==> config.mk <==
export PLATFORM = sky130hd
export DESIGN_NAME = gpio_abc_top
export DESIGN_NICKNAME = d
export VERILOG_FILES = /design/src/rtl/gpio_abc_pkg.sv /design/src/rtl/pad_mux_if.sv /design/src/rtl/gpio_pin_mux.sv /design/src/rtl/gpio_abc_top.sv
export VERILOG_INCLUDE_DIRS = /design/src /design/src/rtl
export SDC_FILE = /design/constraint.sdc
export NUM_CORES = 1
export LEC_CHECK = 0
export BUFFER_PORTS_ARGS = -buffer_cell sky130_fd_sc_hd__buf_2
export CAP_MARGIN = 0
export CORE_AREA = 5 5 128 130
export DETAILED_ROUTE_END_ITERATION = 6
export DIE_AREA = 0 0 133 135
export PLACE_DENSITY = 0.83
export SLEW_MARGIN = 40
export SYNTH_ARGS = -nofsm -noshare
export SYNTH_HDL_FRONTEND = slang
export SYNTH_HIERARCHICAL = 1
export SYNTH_SLANG_ARGS = --single-unit
==> constraint.sdc <==
create_clock -name clk_sys -period 5.9 [get_ports clk_sys]
set_input_delay 0.885 -clock clk_sys [delete_from_list [all_inputs] [get_ports clk_sys]]
set_output_delay 0.885 -clock clk_sys [all_outputs]
set_load 0.05 [all_outputs]
==> src/rtl/gpio_abc_regs.svh <==
// Register map, field layout, reset values and pin masks of the port A/B/C block.
// Assumes it is included by bare name from files that need the numbers.
`ifndef GPIO_ABC_REGS_SVH
`define GPIO_ABC_REGS_SVH

// ------------------------------------------------------------
// Byte offsets on the register bus
// ------------------------------------------------------------
`define OFS_PORT_A_PIN_DATA 5'h00
`define OFS_PORT_A_PIN_FUNCTION 5'h04
`define OFS_PORT_B_PIN_DATA 5'h08
`define OFS_PORT_B_PIN_FUNCTION 5'h0C
`define OFS_PORT_C_PIN_DATA 5'h10
`define OFS_PORT_C_PIN_FUNCTION 5'h14

// ------------------------------------------------------------
// Field layout and reset values
// ------------------------------------------------------------
`define PIN_COUNT 8
`define SEL_WIDTH 2
`define DATA_FIELD_MSB 7
`define FNC_FIELD_MSB 15
`define RST_PIN_DATA 8'h00
`define RST_PIN_FUNCTION 16'h0000

// ------------------------------------------------------------
// Pins that own a second alternate function
// ------------------------------------------------------------
`define ALT2_PINS_PORT_A 8'hCC
`define ALT2_PINS_PORT_B 8'h00
`define ALT2_PINS_PORT_C 8'hF8

`endif

==> src/rtl/gpio_abc_pkg.sv <==
// Types shared by the port A/B/C block and its pin multiplexer.
// Assumes the register header supplies all numeric constants.
package gpio_abc_pkg;

    // Pin selector codes, in selector order 00, 01, 10, 11.
    typedef enum logic [1:0] {
        MODE_INPUT,
        MODE_ALT1,
        MODE_OUTPUT,
        MODE_ALT2
    } pin_mode_t;

    // Eight pin bits for each of the three ports, index 0 is port A.
    typedef logic [2:0][7:0] port_bits_t;

    // Pin selectors of one port, two bits per pin.
    typedef logic [15:0] pin_function_t;

endpackage

==> src/rtl/pad_mux_if.sv <==
// Carrier between the register block and one port's pin multiplexer.
// Assumes one instance per port; the register side owns selectors and data.
`timescale 1ns/1ps

interface pad_mux_if;
    import gpio_abc_pkg::*;

    pin_function_t sel; // Selector word of the port.
    logic [7:0] data; // Stored output data of the port.
    logic [7:0] alt1_out; // Alternate function 1 output level.
    logic [7:0] alt1_oe; // Alternate function 1 output enable.
    logic [7:0] alt2_out; // Alternate function 2 output level.
    logic [7:0] alt2_oe; // Alternate function 2 output enable.
    logic [7:0] pad_out; // Resolved pad output level.
    logic [7:0] pad_oe; // Resolved pad output enable.
    logic [7:0] out_mode; // Pins that are general-purpose outputs.

    modport owner (
        output sel, data, alt1_out, alt1_oe, alt2_out, alt2_oe,
        input pad_out, pad_oe, out_mode
    );
    modport mux (
        input sel, data, alt1_out, alt1_oe, alt2_out, alt2_oe,
        output pad_out, pad_oe, out_mode
    );
endinterface

==> src/rtl/gpio_pin_mux.sv <==
// Per-port pin function multiplexer, purely combinational.
// Assumes the owner registers the pad outputs it produces.
`timescale 1ns/1ps
`include "gpio_abc_regs.svh"

module gpio_pin_mux #(
    parameter logic [7:0] ALT2_PINS = 8'h00
) (
    // Connection to the register block.
    pad_mux_if.mux bus
);
    import gpio_abc_pkg::*;

    // ------------------------------------------------------------
    // Selector decode
    // ------------------------------------------------------------
    // Each pin looks only at its own two selector bits.
    always_comb begin
        pin_mode_t mode;
        mode = MODE_INPUT;
        for (int i = 0; i < `PIN_COUNT; i++) begin
            mode = pin_mode_t'(bus.sel[i*`SEL_WIDTH +: `SEL_WIDTH]);
            bus.pad_out[i] = 1'b0;
            bus.pad_oe[i] = 1'b0;
            bus.out_mode[i] = 1'b0;
            case (mode)
                MODE_OUTPUT: begin
                    // Stored data drives the pin.
                    bus.pad_out[i] = bus.data[i];
                    bus.pad_oe[i] = 1'b1;
                    bus.out_mode[i] = 1'b1;
                end
                MODE_ALT1: begin
                    // Peripheral 1 owns level and enable.
                    bus.pad_out[i] = bus.alt1_out[i];
                    bus.pad_oe[i] = bus.alt1_oe[i];
                end
                MODE_ALT2: begin
                    // A reserved code on a pin without a second function leaves
                    // the pad undriven, so a software slip cannot short a net.
                    if (ALT2_PINS[i]) begin
                        bus.pad_out[i] = bus.alt2_out[i];
                        bus.pad_oe[i] = bus.alt2_oe[i];
                    end
                end
                default: begin
                    // Input: the pad floats.
                    bus.pad_oe[i] = 1'b0;
                end
            endcase
        end
    end

endmodule

==> src/rtl/gpio_abc_top.sv <==
// Register-controlled general-purpose I/O for ports A, B and C.
// Assumes an Avalon-MM master with byte addresses and synchronous pad inputs.
//
// Function
// - Data register holds eight pin bits only.
// - All six registers reset to zero.
// - Output pin reads back its stored bit.
// - Input pin reads back its sampled level.
// - Written data is stored and drives outputs.
// - Two selector bits per pin, bits 15:0.
// - 00 input, 01 function 1, 10 output.
// - Port A code 11: function 2, pins 7,6,3,2.
// - Port C code 11: function 2, pins 7-3.
//
// The Avalon-MM register port was decided locally.
`timescale 1ns/1ps
`include "gpio_abc_regs.svh"

module gpio_abc_top (
    // Clock and reset.
    input wire logic clk_sys,
    input wire logic nrst,
    // Avalon-MM slave.
    input wire logic [4:0] avs_address,
    input wire logic avs_read,
    input wire logic avs_write,
    input wire logic [31:0] avs_writedata,
    input wire logic [3:0] avs_byteenable,
    output logic [31:0] avs_readdata,
    output logic avs_waitrequest,
    // Pads of the three ports.
    input wire gpio_abc_pkg::port_bits_t pad_in,
    output gpio_abc_pkg::port_bits_t pad_out,
    output gpio_abc_pkg::port_bits_t pad_oe,
    // Alternate-function peripherals.
    input wire gpio_abc_pkg::port_bits_t alt1_out,
    input wire gpio_abc_pkg::port_bits_t alt1_oe,
    input wire gpio_abc_pkg::port_bits_t alt2_out,
    input wire gpio_abc_pkg::port_bits_t alt2_oe,
    output gpio_abc_pkg::port_bits_t pin_level
);
    import gpio_abc_pkg::*;

    // ------------------------------------------------------------
    // Reset release
    // ------------------------------------------------------------
    logic [1:0] rst_pipe; // Release shift register.
    logic rst_n; // Synchronised reset used everywhere else.

    // Assert at once, release after two clock edges.
    always_ff @(posedge clk_sys or negedge nrst) begin
        if (!nrst) begin
            rst_pipe <= 2'h0;
        end else begin
            rst_pipe <= {rst_pipe[0], 1'b1};
        end
    end
    assign rst_n = rst_pipe[1];

    // ------------------------------------------------------------
    // Storage
    // ------------------------------------------------------------
    logic [2:0][7:0] pin_data; // Stored data per port.
    pin_function_t pin_function [3]; // Selector word per port.
    logic [2:0][7:0] out_mode; // Output-mode pins per port.
    logic [2:0] reg_port; // Port addressed by the request.
    logic reg_is_fnc; // Request targets a function register.
    logic reg_hit; // Request targets a mapped register.
    logic write_go; // Write takes effect this edge.

    // Decode the byte address: each port owns a pair of words.
    always_comb begin
        reg_port = 3'h0;
        reg_is_fnc = avs_address[2];
        reg_hit = (avs_address[1:0] == 2'h0);
        case (avs_address[4:3])
            2'h0: reg_port = 3'h1;
            2'h1: reg_port = 3'h2;
            2'h2: reg_port = 3'h4;
            default: reg_hit = 1'b0;
        endcase
    end

    // A write lands on the edge where the master sees the wait released.
    assign write_go = avs_write && !avs_waitrequest && reg_hit;

    // Data registers: only byte lane 0 is implemented.
    always_ff @(posedge clk_sys or negedge rst_n) begin
        if (!rst_n) begin
            pin_data <= {3{`RST_PIN_DATA}};
        end else begin
            for (int p = 0; p < 3; p++) begin
                if (write_go && reg_port[p] && !reg_is_fnc && avs_byteenable[0]) begin
                    pin_data[p] <= avs_writedata[`DATA_FIELD_MSB:0];
                end
            end
        end
    end

    // Function registers: lanes 0 and 1; narrower accesses are honoured per
    // lane even though software is expected to use 16 or 32 bits.
    always_ff @(posedge clk_sys or negedge rst_n) begin
        if (!rst_n) begin
            for (int p = 0; p < 3; p++) begin
                pin_function[p] <= `RST_PIN_FUNCTION;
            end
        end else begin
            for (int p = 0; p < 3; p++) begin
                if (write_go && reg_port[p] && reg_is_fnc) begin
                    if (avs_byteenable[0]) begin
                        pin_function[p][7:0] <= avs_writedata[7:0];
                    end
                    if (avs_byteenable[1]) begin
                        pin_function[p][15:8] <= avs_writedata[15:8];
                    end
                end
            end
        end
    end

    // ------------------------------------------------------------
    // Pin multiplexers
    // ------------------------------------------------------------
    pad_mux_if mux_bus [3] ();

    localparam logic [2:0][7:0] ALT2_MAP = {
        `ALT2_PINS_PORT_C, `ALT2_PINS_PORT_B, `ALT2_PINS_PORT_A
    };

    for (genvar p = 0; p < 3; p++) begin : g_port
        assign mux_bus[p].sel = pin_function[p];
        assign mux_bus[p].data = pin_data[p];
        assign mux_bus[p].alt1_out = alt1_out[p];
        assign mux_bus[p].alt1_oe = alt1_oe[p];
        assign mux_bus[p].alt2_out = alt2_out[p];
        assign mux_bus[p].alt2_oe = alt2_oe[p];
        assign out_mode[p] = mux_bus[p].out_mode;

        gpio_pin_mux #(
            .ALT2_PINS(ALT2_MAP[p])
        ) u_mux (
            .bus(mux_bus[p])
        );

        // Pads and levels come from flip-flops to keep outputs glitch free.
        always_ff @(posedge clk_sys or negedge rst_n) begin
            if (!rst_n) begin
                pad_out[p] <= 8'h00;
                pad_oe[p] <= 8'h00;
                pin_level[p] <= 8'h00;
            end else begin
                pad_out[p] <= mux_bus[p].pad_out;
                pad_oe[p] <= mux_bus[p].pad_oe;
                pin_level[p] <= pad_in[p];
            end
        end
    end

    // ------------------------------------------------------------
    // Read path
    // ------------------------------------------------------------
    // Output pins show stored data, all others the sampled level, which also
    // covers alternate-function pins.
    function automatic logic [7:0] read_back(input logic [7:0] data,
                                             input logic [7:0] level,
                                             input logic [7:0] omask);
        read_back = (data & omask) | (level & ~omask);
    endfunction

    logic [31:0] next_readdata; // Word for the current read.

    // Unmapped offsets read as zero; unused upper bits are always zero.
    always_comb begin
        next_readdata = 32'h0000_0000;
        for (int p = 0; p < 3; p++) begin
            if (reg_hit && reg_port[p]) begin
                if (reg_is_fnc) begin
                    next_readdata = {16'h0000, pin_function[p]};
                end else begin
                    next_readdata = {24'h00_0000,
                        read_back(pin_data[p], pin_level[p], out_mode[p])};
                end
            end
        end
    end

    // One wait state per request: the first cycle lowers waitrequest for one
    // cycle and captures read data, so the answer is always two cycles long.
    always_ff @(posedge clk_sys or negedge rst_n) begin
        if (!rst_n) begin
            avs_waitrequest <= 1'b1;
            avs_readdata <= 32'h0000_0000;
        end else begin
            avs_waitrequest <= !((avs_read || avs_write) && avs_waitrequest);
            if (avs_read && avs_waitrequest) begin
                avs_readdata <= next_readdata;
            end
        end
    end
endmodule

==> key figures, run 1 <==
STA
  – Setup TNS: 0 ps
  – Post-layout minimum cycle time: 2430 ps
  – Hold Violations, Final: 0
  – Unrepaired setup endpoints after global routing: false
  – Setup Skew: 9.86 ps
  – Fmax: 0.411 GHz
  – Least-Margin Pin Slew: 722 ps
  – # setup viols final: 0
  – Final worst-path cycle share: 41.3%
  – Slew Limit Fails: 0
  – Slew headroom: 51.5%

Floorplan
  – Starting Density: 49.0%
  – Die H: 135 µm
  – Die area: 18000 µm²
  – Die width: 133 µm
  – Row cnt: 45
  – Core area: 15000 µm²
  – IO Pins: 270

Hold path
  – Worst Hold Class: flop to asynchronous set/reset pin

Final layout
  – Layout cells sized above 1: 43.2%
  – Commonest non-fill, non-tap cells in the layout: buf_2 (205), dfrtp_1 (161), mux2_2 (83)
  – Commonest non-fill, non-tap cell in the layout: buf_2
  – Area Growth Syn to Fin: 23.6%
  – Post-route cell area: 9100 µm²
  – Diodes inserted: 0
  – FILL cells: 1215
  – Final net count: 993

Synthesis
  – Synth Warn #: 6
  – Cells after Synth: 581
  – Dominant cell type by area after synthesis: dfrtp_1
  – Post-synthesis register bit count: 163
  – Yosys top cell area share: 55.1%
  – Top cells by area, synth: dfrtp_1 (55%), mux2_2 (13%), ha_1 (5.1%)
  – Cell variety after synth: 35
  – Sequential fraction of the synthesis area: 55.4%
  – Syn Area/Cell: 12.7 µm²
  – Post-Syn Area: 7360 µm²

Drt
  – Drt pass-1 iters: 5
  – WL/cell: 19.0 µm
  – Total number of vias: 5270
  – DRC: 0
  – Aggregate routed wire length: 19000 µm
  – Via/cell ratio: 5.28
  – DRT iter0 DRCs: 307
  – Antenna Nets Post-Route: 0

Worst setup path
  – Startpoint types: input port
  – CP arrival: 2740 ps
  – Setup CP Type: input port to flop
  – Worst Reg-to-Reg Cells: 5
  – RR Endpoint: avs_readdata[3]
  – R2r setup slk: 4060 ps
  – Worst Path Required: 6210 ps
  – Worst setup EP type: flop
  – Worst r2r src: mux_bus[0].sel[6]
  – CP Max Fanout: 35

CTS
  – Clk slew on worst S/H paths: 60 ps
  – Cts bufs inserted: 17
  – Post-CTS setup buffers: 0
  – Cts hold-fix bufs: 0
  – CTS tree: done
  – Post-CTS sizing: 0
  – Clock sink count: 163
  – H-tree depth: 4
  – CTS root buf: clkbuf_16
  – Skew-Pair Late Insertion Delay: 430 ps
  – CTS max path bufs: 2

Pwr
  – Power Density: 291 nW/µm²
  – Internal Power: 0.00190 W
  – Leakage: 4.80 nW
  – Sequential Power Share: 46.7%
  – Combinational power share: 14.6%
  – Sw Share: 28.1%
  – Clock share of power: 38.7%
  – Worst vdd ir: 246 µV
  – Switching pwr: 0.000742 W

Flow run
  – Max-cap check violation count: 0

GRT
  – GRT Total Usage: 21.4%
  – Largest net degree at the start of global routing: 77
  – Vias in the first global route: 5564
  – Remaining Overflow, GRT: 0
  – Initial antenna violation count: 1
  – First-pass GRT wire length: 29300 µm

Placed design
  – GP Congestion: 0.804
  – Placed Instance Area: 8560 µm²
  – Dpl hpwl: 13500 µm
  – # port buffers: 205

Status
  – Outcome: finished clean
[state kept, by name (all words and copies together) (netlist names)]
register         cells
mux_bus.data        24
rst_pipe             2
pin_level           24
pad_out             24
avs_waitrequest      1
pad_oe              24
mux_bus.sel         48
avs_readdata        16
[layer usage]
| layer | vias up | track usage, % | share of wire (%) |
|---|---|---|---|
| met4 | 2 | 7.62 | 2.1 |
| met1 | 2595 | 25.8 | 40 |
| met2 | 186 | 36.2 | 50 |
| li1 | 2462 | - | - |
| met3 | 25 | 6.93 | 7.5 |
| met5 | - | 0 | 0.037 |
[power groups by stage]
stage	combinational, W	clock (W)	sequential (W)
floorplan	0.000170	0	0.00135
global placement	0.000378	0	0.00125
global route	0.000418	0.00108	0.00124
finish	0.000385	0.00102	0.00124
CTS	0.000389	0.00104	0.00124
detailed placement	0.000387	0	0.00126
[synth_stat cells]
library cell    n
dfrtp_1       162
mux2_2         83
inv_1          39
mux2i_1        34
a21oi_1        32
ha_1           30
nor2_1         30
nand2_1        28
o21ai_0        17
buf_4          16
a22oi_1        15
a31oi_1         9
and2b_2         9
a211o_1         8
a222oi_1        8
a22o_1          8
nand2b_1        8
o211a_1         8
buf_2           7
nand2_2         7
mux2_1          4
clkbuf_1        3
conb_1          2
nand2_4         2
nor3_4          2
a21o_1          1
buf_6           1
dfstp_2         1
inv_2           1
mux2_4          1
nand3_1         1
nor3_2          1
nor4_4          1
nor4b_1         1
nor4b_4         1
[per-stage QoR]
| step | hold WS, ps | cells | worst slack, ps | power, W | util, % |
|---|---|---|---|---|---|
| 2_1_floorplan | 331 | 596 | 1020 | 0.00152 | - |
| 3_3_place_gp | 219 | 967 | 3060 | 0.00163 | 56.9 |
| 3_5_place_dp | 225 | 967 | 3020 | 0.00164 | 56.9 |
| 4_1_cts | 220 | 999 | 3470 | 0.00267 | 60.5 |
| 5_1_grt | 224 | 999 | 3290 | 0.00274 | 60.5 |
| 6_report | 218 | 999 | 3470 | 0.00264 | 60.5 |
[final cells by class]
| class | instances | area, µm² | area share, % |
|---|---|---|---|
| timing repair buffer | 210 | 1070 | 11.8 |
| clock buffer | 22 | 454 | 4.99 |
| multi-input combinational | 366 | 3020 | 33.2 |
| tap | 188 | 235 | 2.58 |
| inverter | 40 | 150 | 1.65 |
| clock inverter | 10 | 86.3 | 0.949 |
| sequential | 163 | 4080 | 44.9 |
[cells by family (layout without fill, tap and decap cells)]
family,after synthesis,in the layout,share of synthesized area (%)
fa+ha+maj,30,30,5.10
compound gates,106,106,9.81
other cells,2,17,0.102
mux,122,122,18.1
buf+inv,67,282,4.45
flops,163,163,55.4
simple gates,91,91,6.99
[how the worst max path moves through the flow]
stage / cells past startpoint / to / from
global route: 5 / mux_bus[1].sel[15] / avs_address[2]
floorplan: 0 / avs_readdata[0] / rst_pipe[1]
finish: 5 / mux_bus[1].sel[15] / avs_address[2]
CTS: 5 / mux_bus[1].sel[15] / avs_address[2]
global placement: 5 / mux_bus[1].sel[14] / avs_address[2]
detailed placement: 5 / mux_bus[1].sel[15] / avs_address[2]
[worst max-delay path, cell delays in order]
cell and delay [ps]:
buf_2 500, inv_2 320, nor3_2 370, nand2_2 270, mux2_1 380
Power figures use the tool's default switching activity.
==> run 2: changes to the inputs <==
- clock period: 5.9 -> 2.4 ns (I/O delays scaled with it)
==> run 2 against run 1 <==
Core utilization increased by 0.93 points. Die area did not move. Largest power group unchanged. Power increased to 2.5 times the previous value. Worst setup slack worse by 2900 ps. Critical path type is now flop to flop. Register-to-register slack got worse by 3500 ps. Non-clock buffer count is 9 higher. Critical endpoint is now avs_readdata[4].
==> key figures, run 2 (synthesized netlist as in run 1, its figures left out) <==
Status
  – Outcome: finished clean

STA
  – Hold Violations, Final: 0
  – Setup ws final: 565 ps
  – Final worst-path cycle share: 76.5%
  – Slew Limit Fails: 0
  – Setup TNS: 0 ps
  – Unrepaired setup endpoints after global routing: false
  – Least-Margin Pin Slew: 611 ps
  – Post-layout minimum cycle time: 1840 ps
  – Setup Skew: 6.61 ps
  – Slew headroom: 59.2%
  – # setup viols final: 0
  – Fmax: 0.545 GHz

Floorplan
  – Core area: 15000 µm²
  – Starting Density: 49.0%
  – Row cnt: 45
  – IO Pins: 270
  – Die width: 133 µm
  – Die area: 18000 µm²
  – Die H: 135 µm

Worst setup path
  – Worst setup EP type: flop
  – CP top delay family: compound AO/OA/AOI/OAI gates
  – R2r setup slk: 560 ps
  – CP Cell Sequence: inv_1 -> ha_1 -> mux2_2 -> o211a_1 -> a211o_1 -> a22o_1
  – Crit path depth: 6
  – Crit-path slowest cell: dfrtp_1
  – CP arrival: 2140 ps
  – Worst path buffer plus inverter count: 1
  – Startpoint types: flop
  – CP Max Fanout: 4
  – Setup CP Type: flop to flop
  – Worst Reg-to-Reg Cells: 6
  – Worst Path Required: 2710 ps
  – CP max stage delay: 410 ps
  – Worst r2r src: mux_bus[0].sel[8]
  – RR Endpoint: avs_readdata[4]

Drt
  – DRT iter0 DRCs: 236
  – Total number of vias: 5393
  – Via/cell ratio: 5.35
  – WL/cell: 19.1 µm
  – Drt pass-1 iters: 6
  – DRC: 0
  – Antenna Nets Post-Route: 0
  – Aggregate routed wire length: 19300 µm

CTS
  – CTS tree: done
  – Clk slew on worst S/H paths: 70 ps
  – Cts bufs inserted: 17
  – H-tree depth: 4
  – Skew-Pair Late Insertion Delay: 430 ps
  – CTS max path bufs: 2
  – Cts hold-fix bufs: 1
  – CTS root buf: clkbuf_16
  – Clock sink count: 163
  – Post-CTS setup buffers: 0
  – Post-CTS sizing: 0

GRT
  – Met2 Track Usage GR: 36.7%
  – Initial antenna violation count: 2
  – Largest net degree at the start of global routing: 50
  – Met1 usage in global routing: 26.8%
  – GRT Total Usage: 21.7%
  – Remaining Overflow, GRT: 0
  – Grt peak-use layer: met2
  – First-pass GRT wire length: 29900 µm
  – Vias in the first global route: 5548
  – Grt met3 use: 5.89%

Placed design
  – GP Congestion: 0.793
  – # port buffers: 205
  – Place WS: 374 ps
  – Placed Instance Area: 8630 µm²
  – Dpl hpwl: 14200 µm

Hold path
  – Hold path start: pad_in[8]
  – Hold depth: 1
  – Hold EP: pin_level[8]
  – Worst Hold Class: input port to flop

Final layout
  – FILL cells: 1196
  – Post-route cell area: 9240 µm²
  – Max reg flops: 48
  – Commonest non-fill, non-tap cell in the layout: buf_2
  – Layout cells sized above 1: 44.0%
  – Final net count: 1002
  – Commonest non-fill, non-tap cells in the layout: buf_2 (205), dfrtp_1 (161), mux2_2 (83)
  – Diodes inserted: 0
  – Area Growth Syn to Fin: 25.5%

Pwr
  – Leakage: 4.87 nW
  – Worst vdd ir: 487 µV
  – Power Density: 729 nW/µm²
  – Power, Total: 0.00673 W

Flow run
  – Max-cap check violation count: 0
-- run 2: cell types whose count changed in the layout (fill, tap and decap cells not counted), moves of 2 or more --
cell,change
buf_12,+2
clkinv_4,+3
buf_6,-2
clkbuf_1,-4
buf_4,+8
clkinv_2,-5
inv_6,+6
-- run 2: how the worst max path moves through the flow --
stage,from,end,slack (ps)
5_1_grt,mux_bus[0].sel[8],avs_readdata[4],500
3_5_place_dp,avs_address[1],mux_bus[1].data[7],370
2_1_floorplan,rst_pipe[1],avs_readdata[0],710
4_1_cts,mux_bus[0].sel[8],avs_readdata[4],560
6_report,mux_bus[0].sel[8],avs_readdata[4],560
3_3_place_gp,avs_address[1],mux_bus[1].data[7],430
-- run 2: per-stage QoR --
step           util [%]  hold WS, ps  std cells
2_1_floorplan         -         64.4        596
4_1_cts            61.5         16.5       1008
6_report           61.5         31.3       1008
3_3_place_gp       57.4          146        975
3_5_place_dp       57.4          147        975
5_1_grt            61.5         13.7       1008
-- run 2: report_power, final --
part / internal (W) / switching (W) / leakage (nW)
combinational: 0.000344 / 0.000618 / 2.40
sequential: 0.00290 / 0.000143 / 2.19
clock: 0.00156 / 0.00117 / 0.282
total: 0.00480 / 0.00193 / 4.87
-- run 2: per-layer routing --
metal	vias up	wire, µm
met4	4	437
li1	2495	-
met5	-	23
met1	2633	7800
met3	43	1330
met2	218	9690
-- run 2: final cells by class --
class | count | area (µm²) | share of cell area [%]
Timing Repair Buffer | 219 | 1160 | 12.5
Clock buffer | 17 | 425 | 4.60
Multi-Input combinational cell | 366 | 3020 | 32.6
Inverter | 40 | 150 | 1.62
Tap cell | 188 | 235 | 2.55
Clock inverter | 15 | 170 | 1.84
Sequential cell | 163 | 4080 | 44.2
